<file path="config.mk">
export PLATFORM = sky130hd
export DESIGN_NAME = ext_mem_timing
export DESIGN_NICKNAME = d
export VERILOG_FILES = /design/src/verilog/phase_counter.v /design/src/verilog/ext_mem_timing.v
export VERILOG_INCLUDE_DIRS = /design/src /design/src/verilog
export SDC_FILE = /design/constraint.sdc
export NUM_CORES = 1
export LEC_CHECK = 0
export ABC_AREA = 1
export BUFFER_PORTS_ARGS = -buffer_cell sky130_fd_sc_hd__buf_2
export CELL_PAD_IN_SITES_DETAIL_PLACEMENT = 1
export CELL_PAD_IN_SITES_GLOBAL_PLACEMENT = 1
export CORE_AREA = 4 4 115 117
export CTS_CLUSTER_SIZE = 40
export DETAILED_ROUTE_END_ITERATION = 12
export DIE_AREA = 0 0 119 121
export GPL_ROUTABILITY_DRIVEN = 0
export PLACE_DENSITY_LB_ADDON = 0.05
export SKIP_CTS_REPAIR_TIMING = 1
export SLEW_MARGIN = 25
export SYNTH_ARGS = -nofsm -noshare
export SYNTH_HDL_FRONTEND = slang
export SYNTH_SLANG_ARGS = --single-unit
</file>
<file path="constraint.sdc">
create_clock -name CLK -period 2.31 [get_ports CLK]
set_clock_uncertainty 0.05 [all_clocks]
set_input_delay 0.462 -clock CLK [delete_from_list [all_inputs] [get_ports CLK]]
set_output_delay 0.462 -clock CLK [all_outputs]
set_load 0.01 [all_outputs]
</file>
<file path="src/verilog/ext_mem_defines.vh">
`ifndef EXT_MEM_DEFINES_VH
`define EXT_MEM_DEFINES_VH

// Register offsets on the plain register port.
`define TIMING_CTRL_ADDR 8'hAF
`define CONFIG_ADDR 8'hAE
`define BANK_ADDR 8'hAA
`define STATUS_ADDR 8'hAD

// Timing control field layout.
`define SETUP_MSB 7
`define SETUP_LSB 6
`define WIDTH_MSB 5
`define WIDTH_LSB 2
`define HOLD_MSB 1
`define HOLD_LSB 0
`define TIMING_RESET 8'hFF

// Configuration register: [4:2] interface mode, [1:0] latch pulse width.
`define MODE_MSB 4
`define MODE_LSB 2
`define ALE_MSB 1
`define ALE_LSB 0
`define CONFIG_RESET 8'h1F
`define BANK_RESET 8'h00

// Fixed overhead of an access in system clock cycles.
`define OVERHEAD_CYCLES 5'h04
`define OVERHEAD_PRE 5'h02
`define OVERHEAD_POST 5'h02

`endif

</file>
<file path="src/verilog/phase_counter.v">
`timescale 1ns/100ps
// Loadable down counter; done is high when the count is zero.
module phase_counter (
    input wire CLK,
    input wire RST_B,
    input wire load,
    input wire [4:0] value,
    output wire done
);
    reg [4:0] cnt_q;
    reg [4:0] cnt_d;

    always @* begin
        cnt_d = cnt_q;
        if (load) begin
            cnt_d = value;
        end else if (cnt_q != 5'h00) begin
            cnt_d = cnt_q - 5'h01;
        end
    end

    always @(posedge CLK or negedge RST_B) begin
        if (!RST_B) begin
            cnt_q <= 5'h00;
        end else begin
            cnt_q <= cnt_d;
        end
    end

    assign done = (cnt_q == 5'h00);
endmodule

</file>
<file path="src/verilog/ext_mem_timing.v">
`timescale 1ns/100ps
`include "ext_mem_defines.vh"
module ext_mem_timing (
    input wire CLK,
    input wire RST_B,
    input wire [7:0] REG_ADDR,
    input wire [7:0] REG_WDATA,
    input wire REG_WR,
    input wire REG_RD,
    output reg [7:0] REG_RDATA,
    input wire REQ,
    input wire REQ_WRITE,
    input wire REQ_WIDE,
    input wire [15:0] REQ_ADDR,
    input wire [7:0] REQ_WDATA,
    output wire REQ_BUSY,
    output reg DONE,
    output reg [7:0] RDATA,
    output reg [7:0] ADDR_HI_OUT,
    output reg ADDR_HI_OE,
    output reg [7:0] ADDR_LO_OUT,
    output reg ADDR_LO_OE,
    output reg [7:0] DATA_OUT,
    output reg DATA_OE,
    input wire [7:0] DATA_IN,
    output reg ALE,
    output reg RD_B,
    output reg WR_B
);
    localparam IDLE = 3'h0;
    localparam PRE = 3'h1;
    localparam LAT_H = 3'h2;
    localparam LAT_L = 3'h3;
    localparam SETUP = 3'h4;
    localparam STROBE = 3'h5;
    localparam HOLD = 3'h6;
    localparam POST = 3'h7;

    reg [7:0] ext_mem_timing_control_q;
    reg [7:0] ext_mem_config_q;
    reg [7:0] ext_mem_bank_register_q;
    reg [2:0] state_q;
    reg [2:0] state_d;
    reg load;
    reg [4:0] load_val;
    reg write_q;
    reg muxed_q;
    reg drive_hi_q;
    reg [15:0] addr_q;
    reg [7:0] wdata_q;
    reg [7:0] din_s1_q;
    reg [7:0] din_s2_q;
    reg rd_end_q;
    reg rd_end2_q;
    wire done_cnt;
    wire [1:0] setup_f;
    wire [3:0] width_f;
    wire [1:0] hold_f;
    wire [2:0] mode_f;
    wire [1:0] ale_f;
    wire mode_nonmux;
    wire bank_used;

    assign setup_f = ext_mem_timing_control_q[`SETUP_MSB:`SETUP_LSB];
    assign width_f = ext_mem_timing_control_q[`WIDTH_MSB:`WIDTH_LSB];
    assign hold_f = ext_mem_timing_control_q[`HOLD_MSB:`HOLD_LSB];
    assign mode_f = ext_mem_config_q[`MODE_MSB:`MODE_LSB];
    assign ale_f = ext_mem_config_q[`ALE_MSB:`ALE_LSB];
    assign mode_nonmux = (mode_f == 3'h5) || (mode_f == 3'h6) ||
        (mode_f == 3'h7);
    // Mode 110 is bank select on separate pins and mode 010 its multiplexed
    // form; every other mode leaves the upper byte to the port latches unless the request is wide.
    // bank use
    assign bank_used = (mode_f == 3'h6) || (mode_f == 3'h2);
    // A request while busy is dropped, so callers must wait for idle.
    assign REQ_BUSY = (state_q != IDLE);

    phase_counter counter (
        .CLK(CLK),
        .RST_B(RST_B),
        .load(load),
        .value(load_val),
        .done(done_cnt)
    );

    always @(posedge CLK or negedge RST_B) begin
        if (!RST_B) begin
            ext_mem_timing_control_q <= `TIMING_RESET;
            ext_mem_config_q <= `CONFIG_RESET;
            ext_mem_bank_register_q <= `BANK_RESET;
            REG_RDATA <= 8'h00;
        end else begin
            REG_RDATA <= 8'h00;
            if (REG_WR) begin
                case (REG_ADDR)
                    `TIMING_CTRL_ADDR: ext_mem_timing_control_q <= REG_WDATA;
                    // Unused configuration bits stay zero and read as zero.
                    `CONFIG_ADDR: ext_mem_config_q <= {3'h0, REG_WDATA[4:0]};
                    `BANK_ADDR: ext_mem_bank_register_q <= REG_WDATA;
                    default: ;
                endcase
            end
            if (REG_RD) begin
                case (REG_ADDR)
                    `TIMING_CTRL_ADDR: REG_RDATA <= ext_mem_timing_control_q;
                    `CONFIG_ADDR: REG_RDATA <= ext_mem_config_q;
                    `BANK_ADDR: REG_RDATA <= ext_mem_bank_register_q;
                    `STATUS_ADDR: REG_RDATA <= {5'h00, state_q};
                    default: REG_RDATA <= 8'h00;
                endcase
            end
        end
    end

    // Each phase loads its length minus one; the counter ends the phase.
    always @* begin
        state_d = state_q;
        load = 1'b0;
        load_val = 5'h00;
        case (state_q)
            IDLE: begin
                if (REQ) begin
                    state_d = PRE;
                    load = 1'b1;
                    load_val = `OVERHEAD_PRE - 5'h01;
                end
            end
            PRE: begin
                if (done_cnt) begin
                    load = 1'b1;
                    if (muxed_q) begin
                        state_d = LAT_H;
                        load_val = {3'h0, ale_f};
                    end else if (setup_f != 2'h0) begin
                        state_d = SETUP;
                        load_val = {3'h0, setup_f} - 5'h01;
                    end else begin
                        state_d = STROBE;
                        load_val = {1'b0, width_f};
                    end
                end
            end
            LAT_H: begin
                if (done_cnt) begin
                    state_d = LAT_L;
                    load = 1'b1;
                    load_val = {3'h0, ale_f};
                end
            end
            LAT_L: begin
                if (done_cnt) begin
                    load = 1'b1;
                    if (setup_f != 2'h0) begin
                        state_d = SETUP;
                        load_val = {3'h0, setup_f} - 5'h01;
                    end else begin
                        state_d = STROBE;
                        load_val = {1'b0, width_f};
                    end
                end
            end
            SETUP: begin
                if (done_cnt) begin
                    state_d = STROBE;
                    load = 1'b1;
                    load_val = {1'b0, width_f};
                end
            end
            STROBE: begin
                if (done_cnt) begin
                    load = 1'b1;
                    if (hold_f != 2'h0) begin
                        state_d = HOLD;
                        load_val = {3'h0, hold_f} - 5'h01;
                    end else begin
                        state_d = POST;
                        load_val = `OVERHEAD_POST - 5'h01;
                    end
                end
            end
            HOLD: begin
                if (done_cnt) begin
                    state_d = POST;
                    load = 1'b1;
                    load_val = `OVERHEAD_POST - 5'h01;
                end
            end
            POST: begin
                if (done_cnt) begin
                    state_d = IDLE;
                end
            end
            default: state_d = IDLE;
        endcase
    end

    always @(posedge CLK or negedge RST_B) begin
        if (!RST_B) begin
            state_q <= IDLE;
            write_q <= 1'b0;
            muxed_q <= 1'b0;
            drive_hi_q <= 1'b0;
            addr_q <= 16'h0000;
            wdata_q <= 8'h00;
            din_s1_q <= 8'h00;
            din_s2_q <= 8'h00;
            rd_end_q <= 1'b0;
            rd_end2_q <= 1'b0;
            DONE <= 1'b0;
            RDATA <= 8'h00;
        end else begin
            state_q <= state_d;
            din_s1_q <= DATA_IN;
            din_s2_q <= din_s1_q;
            DONE <= (state_q == POST) && done_cnt;
            if (state_q == IDLE && REQ) begin
                write_q <= REQ_WRITE;
                muxed_q <= !mode_nonmux;
                wdata_q <= REQ_WDATA;
                addr_q <= REQ_WIDE ? REQ_ADDR :
                    {ext_mem_bank_register_q, REQ_ADDR[7:0]};
                drive_hi_q <= REQ_WIDE || bank_used;
            end
            // The data pins pass two synchroniser stages, so the value seen
            // in the last strobe cycle reaches the second stage two clocks
            // later; the memory need only hold it until the strobe rises.
            // read capture
            rd_end_q <= (state_q == STROBE) && done_cnt && !write_q;
            rd_end2_q <= rd_end_q;
            if (rd_end2_q) begin
                RDATA <= din_s2_q;
            end
        end
    end

    // Pin outputs are registered from the next state to avoid glitches.
    // Address enables drop in the overhead phases, so the pins are only
    // driven while the access itself runs.
    always @(posedge CLK or negedge RST_B) begin
        if (!RST_B) begin
            ADDR_HI_OUT <= 8'h00;
            ADDR_HI_OE <= 1'b0;
            ADDR_LO_OUT <= 8'h00;
            ADDR_LO_OE <= 1'b0;
            DATA_OUT <= 8'h00;
            DATA_OE <= 1'b0;
            ALE <= 1'b0;
            RD_B <= 1'b1;
            WR_B <= 1'b1;
        end else begin
            ADDR_HI_OUT <= addr_q[15:8];
            ADDR_HI_OE <= drive_hi_q && (state_d != IDLE) &&
                (state_d != PRE) && (state_d != POST);
            ADDR_LO_OUT <= addr_q[7:0];
            ADDR_LO_OE <= !muxed_q && (state_d != IDLE) &&
                (state_d != PRE) && (state_d != POST);
            if (muxed_q && state_d == LAT_H) begin
                DATA_OUT <= addr_q[7:0];
                DATA_OE <= 1'b1;
            end else begin
                DATA_OUT <= wdata_q;
                DATA_OE <= write_q && ((state_d == SETUP) ||
                    (state_d == STROBE) || (state_d == HOLD) ||
                    (state_d == LAT_L));
            end
            ALE <= (state_d == LAT_H);
            RD_B <= !(!write_q && state_d == STROBE);
            WR_B <= !(write_q && state_d == STROBE);
        end
    end
endmodule

</file>
# Word level (Yosys, flattened, before mapping)
# Cells that the tools add are included.
# op_classes
n_addsub	3
eq_ne	22
n_reduce_logical	38
n_mux	33
# op_table
op	n
two-way mux 5 bit	8
one-hot mux 5 bit (7 select lines)	1
== test 8 bit, second input constant	4
one-hot mux 8 bit (4 select lines)	1
== test 3 bit, second input constant	10
two-way mux 3 bit	9
one-hot mux 3 bit (8 select lines)	1
two-way mux 16 bit	1
two-way mux 8 bit	2
== test 3 x 2 -> 1 bit, second input constant	5
logical AND 1 bit	14
logical OR 1 bit	7
two-way mux 1 bit	7
AND reduction 2 bit	3
nonzero test 2 bit	3
nonzero test 3 bit	2
OR reduction 6 bit	1
subtractor 2 x 1 -> 3 bit, second input constant	2
zero test 1 bit	5
zero test 5 bit	1
nonzero test 5 bit	1
subtractor 5 x 1 -> 5 bit, second input constant	1
two-way mux 4 bit	1
== test 3 x 1 -> 1 bit, second input constant	1
5 further kinds	5
# totals
out_inout_bits	48
wordCells	122
ff_bits	121
input_bits	55

# Longest topological paths before layout
# logic_depth
ltp_word	11
depth_mapped	15
depth_no_buf	14

# Hierarchy
# Synthesis repeated with hierarchy kept, for this count alone.
# unflattened
cells_unflattened	521
area_unflattened_um2	4957.3
# modules_own_cells
module	cells_each	instances	seq_area_each_um2	area_per_inst_um2
ext_mem_timing	482	1	2921.6	4654.5
phase_counter	39	1	125.1	302.8

# Worst setup path before layout
# Ideal clock, no wire load.
# synth_timing
path_type	register -> register
start	reg counter.cnt_q[0]
end	reg DATA_OUT[0]
path_buffers	1
arrival_time_ps	1721
period_less_slack_ps	1887
setup_ps	117
t_required_ps	2143
slack_ps	423
stages_incl_launch_ff	15
path_cell_list	dfrtp_1 inv_1 ha_1 inv_1 nor2_2 nand2_2 buf_6 nand2_4 o21ai_2 nor2_4 nand3_4 nor2_8 nand3_4 nand2_1 nand2_1
# synth_between
elab_chain_cells	6
elab_cells_between_ends	12
classes_between	eq/ne: 1; mux: 9; reduce/logical: 2
# synth_lines
item	line	text
from (decl)	phase_counter.v:10	reg [4:0] cnt_q;
from (signal assigned)	phase_counter.v:26	cnt_q <= cnt_d;
zero test 5 bit (*)	phase_counter.v:30	assign done = (cnt_q == 5'h00);
two-way mux 3 bit, or another cell as far along	ext_mem_timing.v:189	if (done_cnt) begin
one-hot mux 3 bit (8 select lines) (*)	ext_mem_timing.v:120	case (state_q)
via state_d[0]	ext_mem_timing.v:43	reg [2:0] state_d;
== test 3 x 2 -> 1 bit (*)	ext_mem_timing.v:257	if (muxed_q && state_d == LAT_H) begin
logical AND 1 bit (*)	ext_mem_timing.v:257	
two-way mux 8 bit (*)	ext_mem_timing.v:257	
to (signal assigned)	ext_mem_timing.v:258	DATA_OUT <= addr_q[7:0];
to (signal assigned)	ext_mem_timing.v:261	DATA_OUT <= wdata_q;
to (decl)	ext_mem_timing.v:23	output reg [7:0] DATA_OUT,
# Mark *: on every way through the listed nets, which the timed path passes. The rest lies on a longest branch.
# A chain may end at the register's enable or synchronous reset.

# Final worst setup path
# layout_timing
start	reg counter.cnt_q[1]
end	reg DATA_OUT[3]
# The elaborated chain is that of the path after synthesis.

==> results by group <==
STA
  • Fmax: 484.9 MHz
  • RSZ-0062 raised after global routing: false
  • Total Neg Setup Slack: 0 ps
  • Final hold slack: 70.91 ps
  • Final hold violations: 0
  • Max Slew Vio Count: 0
  • Setup violators final: 0
  • Final cycle utilization of the critical path: 0.8928
  • Crit path time final: 2062 ps
  • Relative slew slack: 0.5698
  • Worst Max-Slew Pin Slew: 645.3 ps

Layout
  • Most frequent cells in the layout: nand2_1 (177), dfrtp_1 (106), buf_2 (101), inv_1 (45), o21ai_0 (43)
  • Nets: 691
  • Layout cells sized above 1: 0.2906
  • Syn-to-layout area delta: 26.87%
  • N_diodes: 0
  • Final Core Density: 0.5023
  • Finished Layout Cells: 819
  • Commonest non-fill, non-tap cell in the layout: nand2_1

Worst setup path
  • R2r endpoint: DATA_OUT[3]
  • Reg2reg setup slack: 250 ps
  • FF-to-FF Start: counter.cnt_q[1]
  • Worst Setup Start Kind: register
  • Worst path required time: 2560 ps
  • WP data arrival: 2310 ps
  • Kind of end point of the critical path: register
  • CP Class: register to register
  • R2R depth: 13
  • Worst-path maximum fanout: 11

Min path
  • Hold/Removal Path Class: input pin to async pin

Routing
  • Drt first-iter violations: 279
  • Routed len/inst: 15.17 µm
  • Routed WL: 12420 µm
  • Post-route ant nets: 0
  • Pre-Repair DR Iteration Count: 4
  • Via count: 3852
  • # DRC: 0
  • Vias/cell: 4.703

Die
  • Die Ht: 121 µm
  • Die ar.: 0.01440 mm²
  • Row count: 41
  • Num ports: 103
  • Core ar.: 0.01236 mm²
  • Starting density of the core: 0.3959
  • Die Wd: 119 µm

Clocking
  • Max clock buf depth: 2
  • CTS sink cnt: 121
  • Clock-pin slew reported for the worst setup and hold paths after clock tree synthesis: 60 ps
  • Root buffer cell: clkbuf_16
  • Inserted Clock Buffers: 17
  • H-tree depth: 4
  • Clk Latency, worst-skew pair: 410 ps
  • CTS tree: built

Placed design
  • Post-Place Cells: 785
  • I/O Buffers: 102
  • Hpwl dp: 8976 µm

GRT
  • Vias in the first global route: 4166
  • Grt ovf: 0
  • Largest net degree at the start of global routing: 122
  • First-pass GRT wire length: 21010 µm
  • Initial antenna violation count: 0
  • Global Route Usage Sum: 0.1852

Logic synthesis
  • Post-Synthesis Cells: 516
  • Asr flop ratio synth: 1.000
  • Mapped cell area: 0.004895 mm²
  • Synth Area per Inst: 9.486 µm²
  • Post-synth top flop: dfrtp_1
  • Sequential fraction of the synthesis area: 0.6224
  • Syn Nets: 573
  • Synth warn: 0
  • Post-synthesis cell type count: 35
  • #FFs+latches synth: 121
  • EDFF count, synth: 0

Flow run
  • Max_cap viols: 0

Run status
  • Outcome: finished clean

Pwr
  • Total power draw: 7.573 mW
  • Leak: 3.234 nW
  • Power Dens Cells: 1220 mW/mm²
  • Max rail drop VDD: 500.4 µV
cell type report:
cell class	instances	area (µm²)
inverters	51	191.4
clock inverters	10	71.32
flip-flops and latches	121	3047
fillers	1449	6153
clock buffers	22	464.2
well taps	172	215.2
multi-input cells	330	1600
repair buffers	113	620.6
layer usage:
metal | share of wire | vias to the layer above | track usage
li1 | - | 1880 | -
met1 | 0.45 | 1893 | 0.2400
met2 | 0.50 | 68 | 0.3031
met3 | 0.039 | 11 | 0.05268
met4 | 0.011 | 0 | 0.05576
met5 | 0 | - | 0
stage by stage:
step / worst slack [ps] / area (µm²)
detailed placement: 113.9 / 5637
floorplan: 422.5 / 4895
global route: 4.331 / 6210
finish: 247.6 / 6210
CTS: 105.7 / 6172
global placement: 261.5 / 5637
flip-flops by register name (all words and copies together) (netlist names), 5 cells and up:
| register | cells |
|---|---|
| ADDR_HI_OUT | 8 |
| ADDR_LO_OUT | 8 |
| DATA_OUT | 8 |
| RDATA | 8 |
| REG_RDATA | 8 |
| addr_q | 16 |
| counter.cnt_q | 5 |
| din_s1_q | 8 |
| din_s2_q | 8 |
| ext_mem_bank_register_q | 8 |
| ext_mem_config_q | 5 |
| ext_mem_timing_control_q | 8 |
| wdata_q | 8 |
cell usage after synthesis, types with 2 or more instances:
cell type	instances	area share
o221ai_1	2	0.0036
nor2_2	4	0.0051
nor3b_1	2	0.0031
inv_2	6	0.0046
nand4_1	10	0.013
dfrtp_1	106	0.54
nand3_4	2	0.0072
dfstp_2	15	0.081
o21ai_1	3	0.0031
ha_1	2	0.0051
o21ai_0	43	0.044
nor2_1	29	0.022
clkbuf_1	6	0.0046
nand3_1	17	0.017
a41oi_1	2	0.0036
nand2_2	3	0.0038
nor3_1	3	0.0031
inv_1	45	0.035
a21oi_1	9	0.0092
buf_2	7	0.0072
mux2_2	9	0.021
nand2_1	177	0.14
nand3b_1	2	0.0031
kinds of logic (layout without fill, tap and decap cells):
family,after synthesis,in the layout,share of synthesized area
buffers and inverters,65,196,0.05317
AO/OA/AOI/OAI,63,63,0.07004
multiplexers,9,9,0.02071
AND/OR/NAND/NOR,255,255,0.2267
adder cells (fa/ha/maj),2,2,0.005112
flip-flops,121,121,0.6224
XOR/XNOR,1,1,0.001790
power breakdown:
part / switching, mW / leakage, nW / total [mW] / internal, mW
registers: 0.324 / 1.46 / 3.04 / 2.72
clock network: 0.949 / 0.253 / 2.37 / 1.43
logic: 1.39 / 1.52 / 2.16 / 0.771
worst max-delay path by stage:
stage | start | end | slack, ps | cells past startpoint
finish | counter.cnt_q[1] | DATA_OUT[3] | 250 | 13
detailed placement | counter.cnt_q[0] | DATA_OUT[3] | 110 | 13
floorplan | counter.cnt_q[0] | DATA_OUT[0] | 420 | 14
global placement | counter.cnt_q[0] | DATA_OUT[2] | 260 | 13
CTS | counter.cnt_q[1] | DATA_OUT[3] | 110 | 13
global route | counter.cnt_q[0] | DATA_OUT[7] | 4 | 12
critical path: stages (launching register included):
cell	delay (ps)
dfrtp_1	380
inv_1	110
ha_1	180
inv_1	70
nor2_4	130
nand2_4	130
nand2_4	90
o21ai_2	70
nor2_4	120
nand3_4	130
nor2_8	180
nand3_4	150
nand2_1	90
nand2_1	60
No activity file was read; power rests on OpenSTA's default activity.
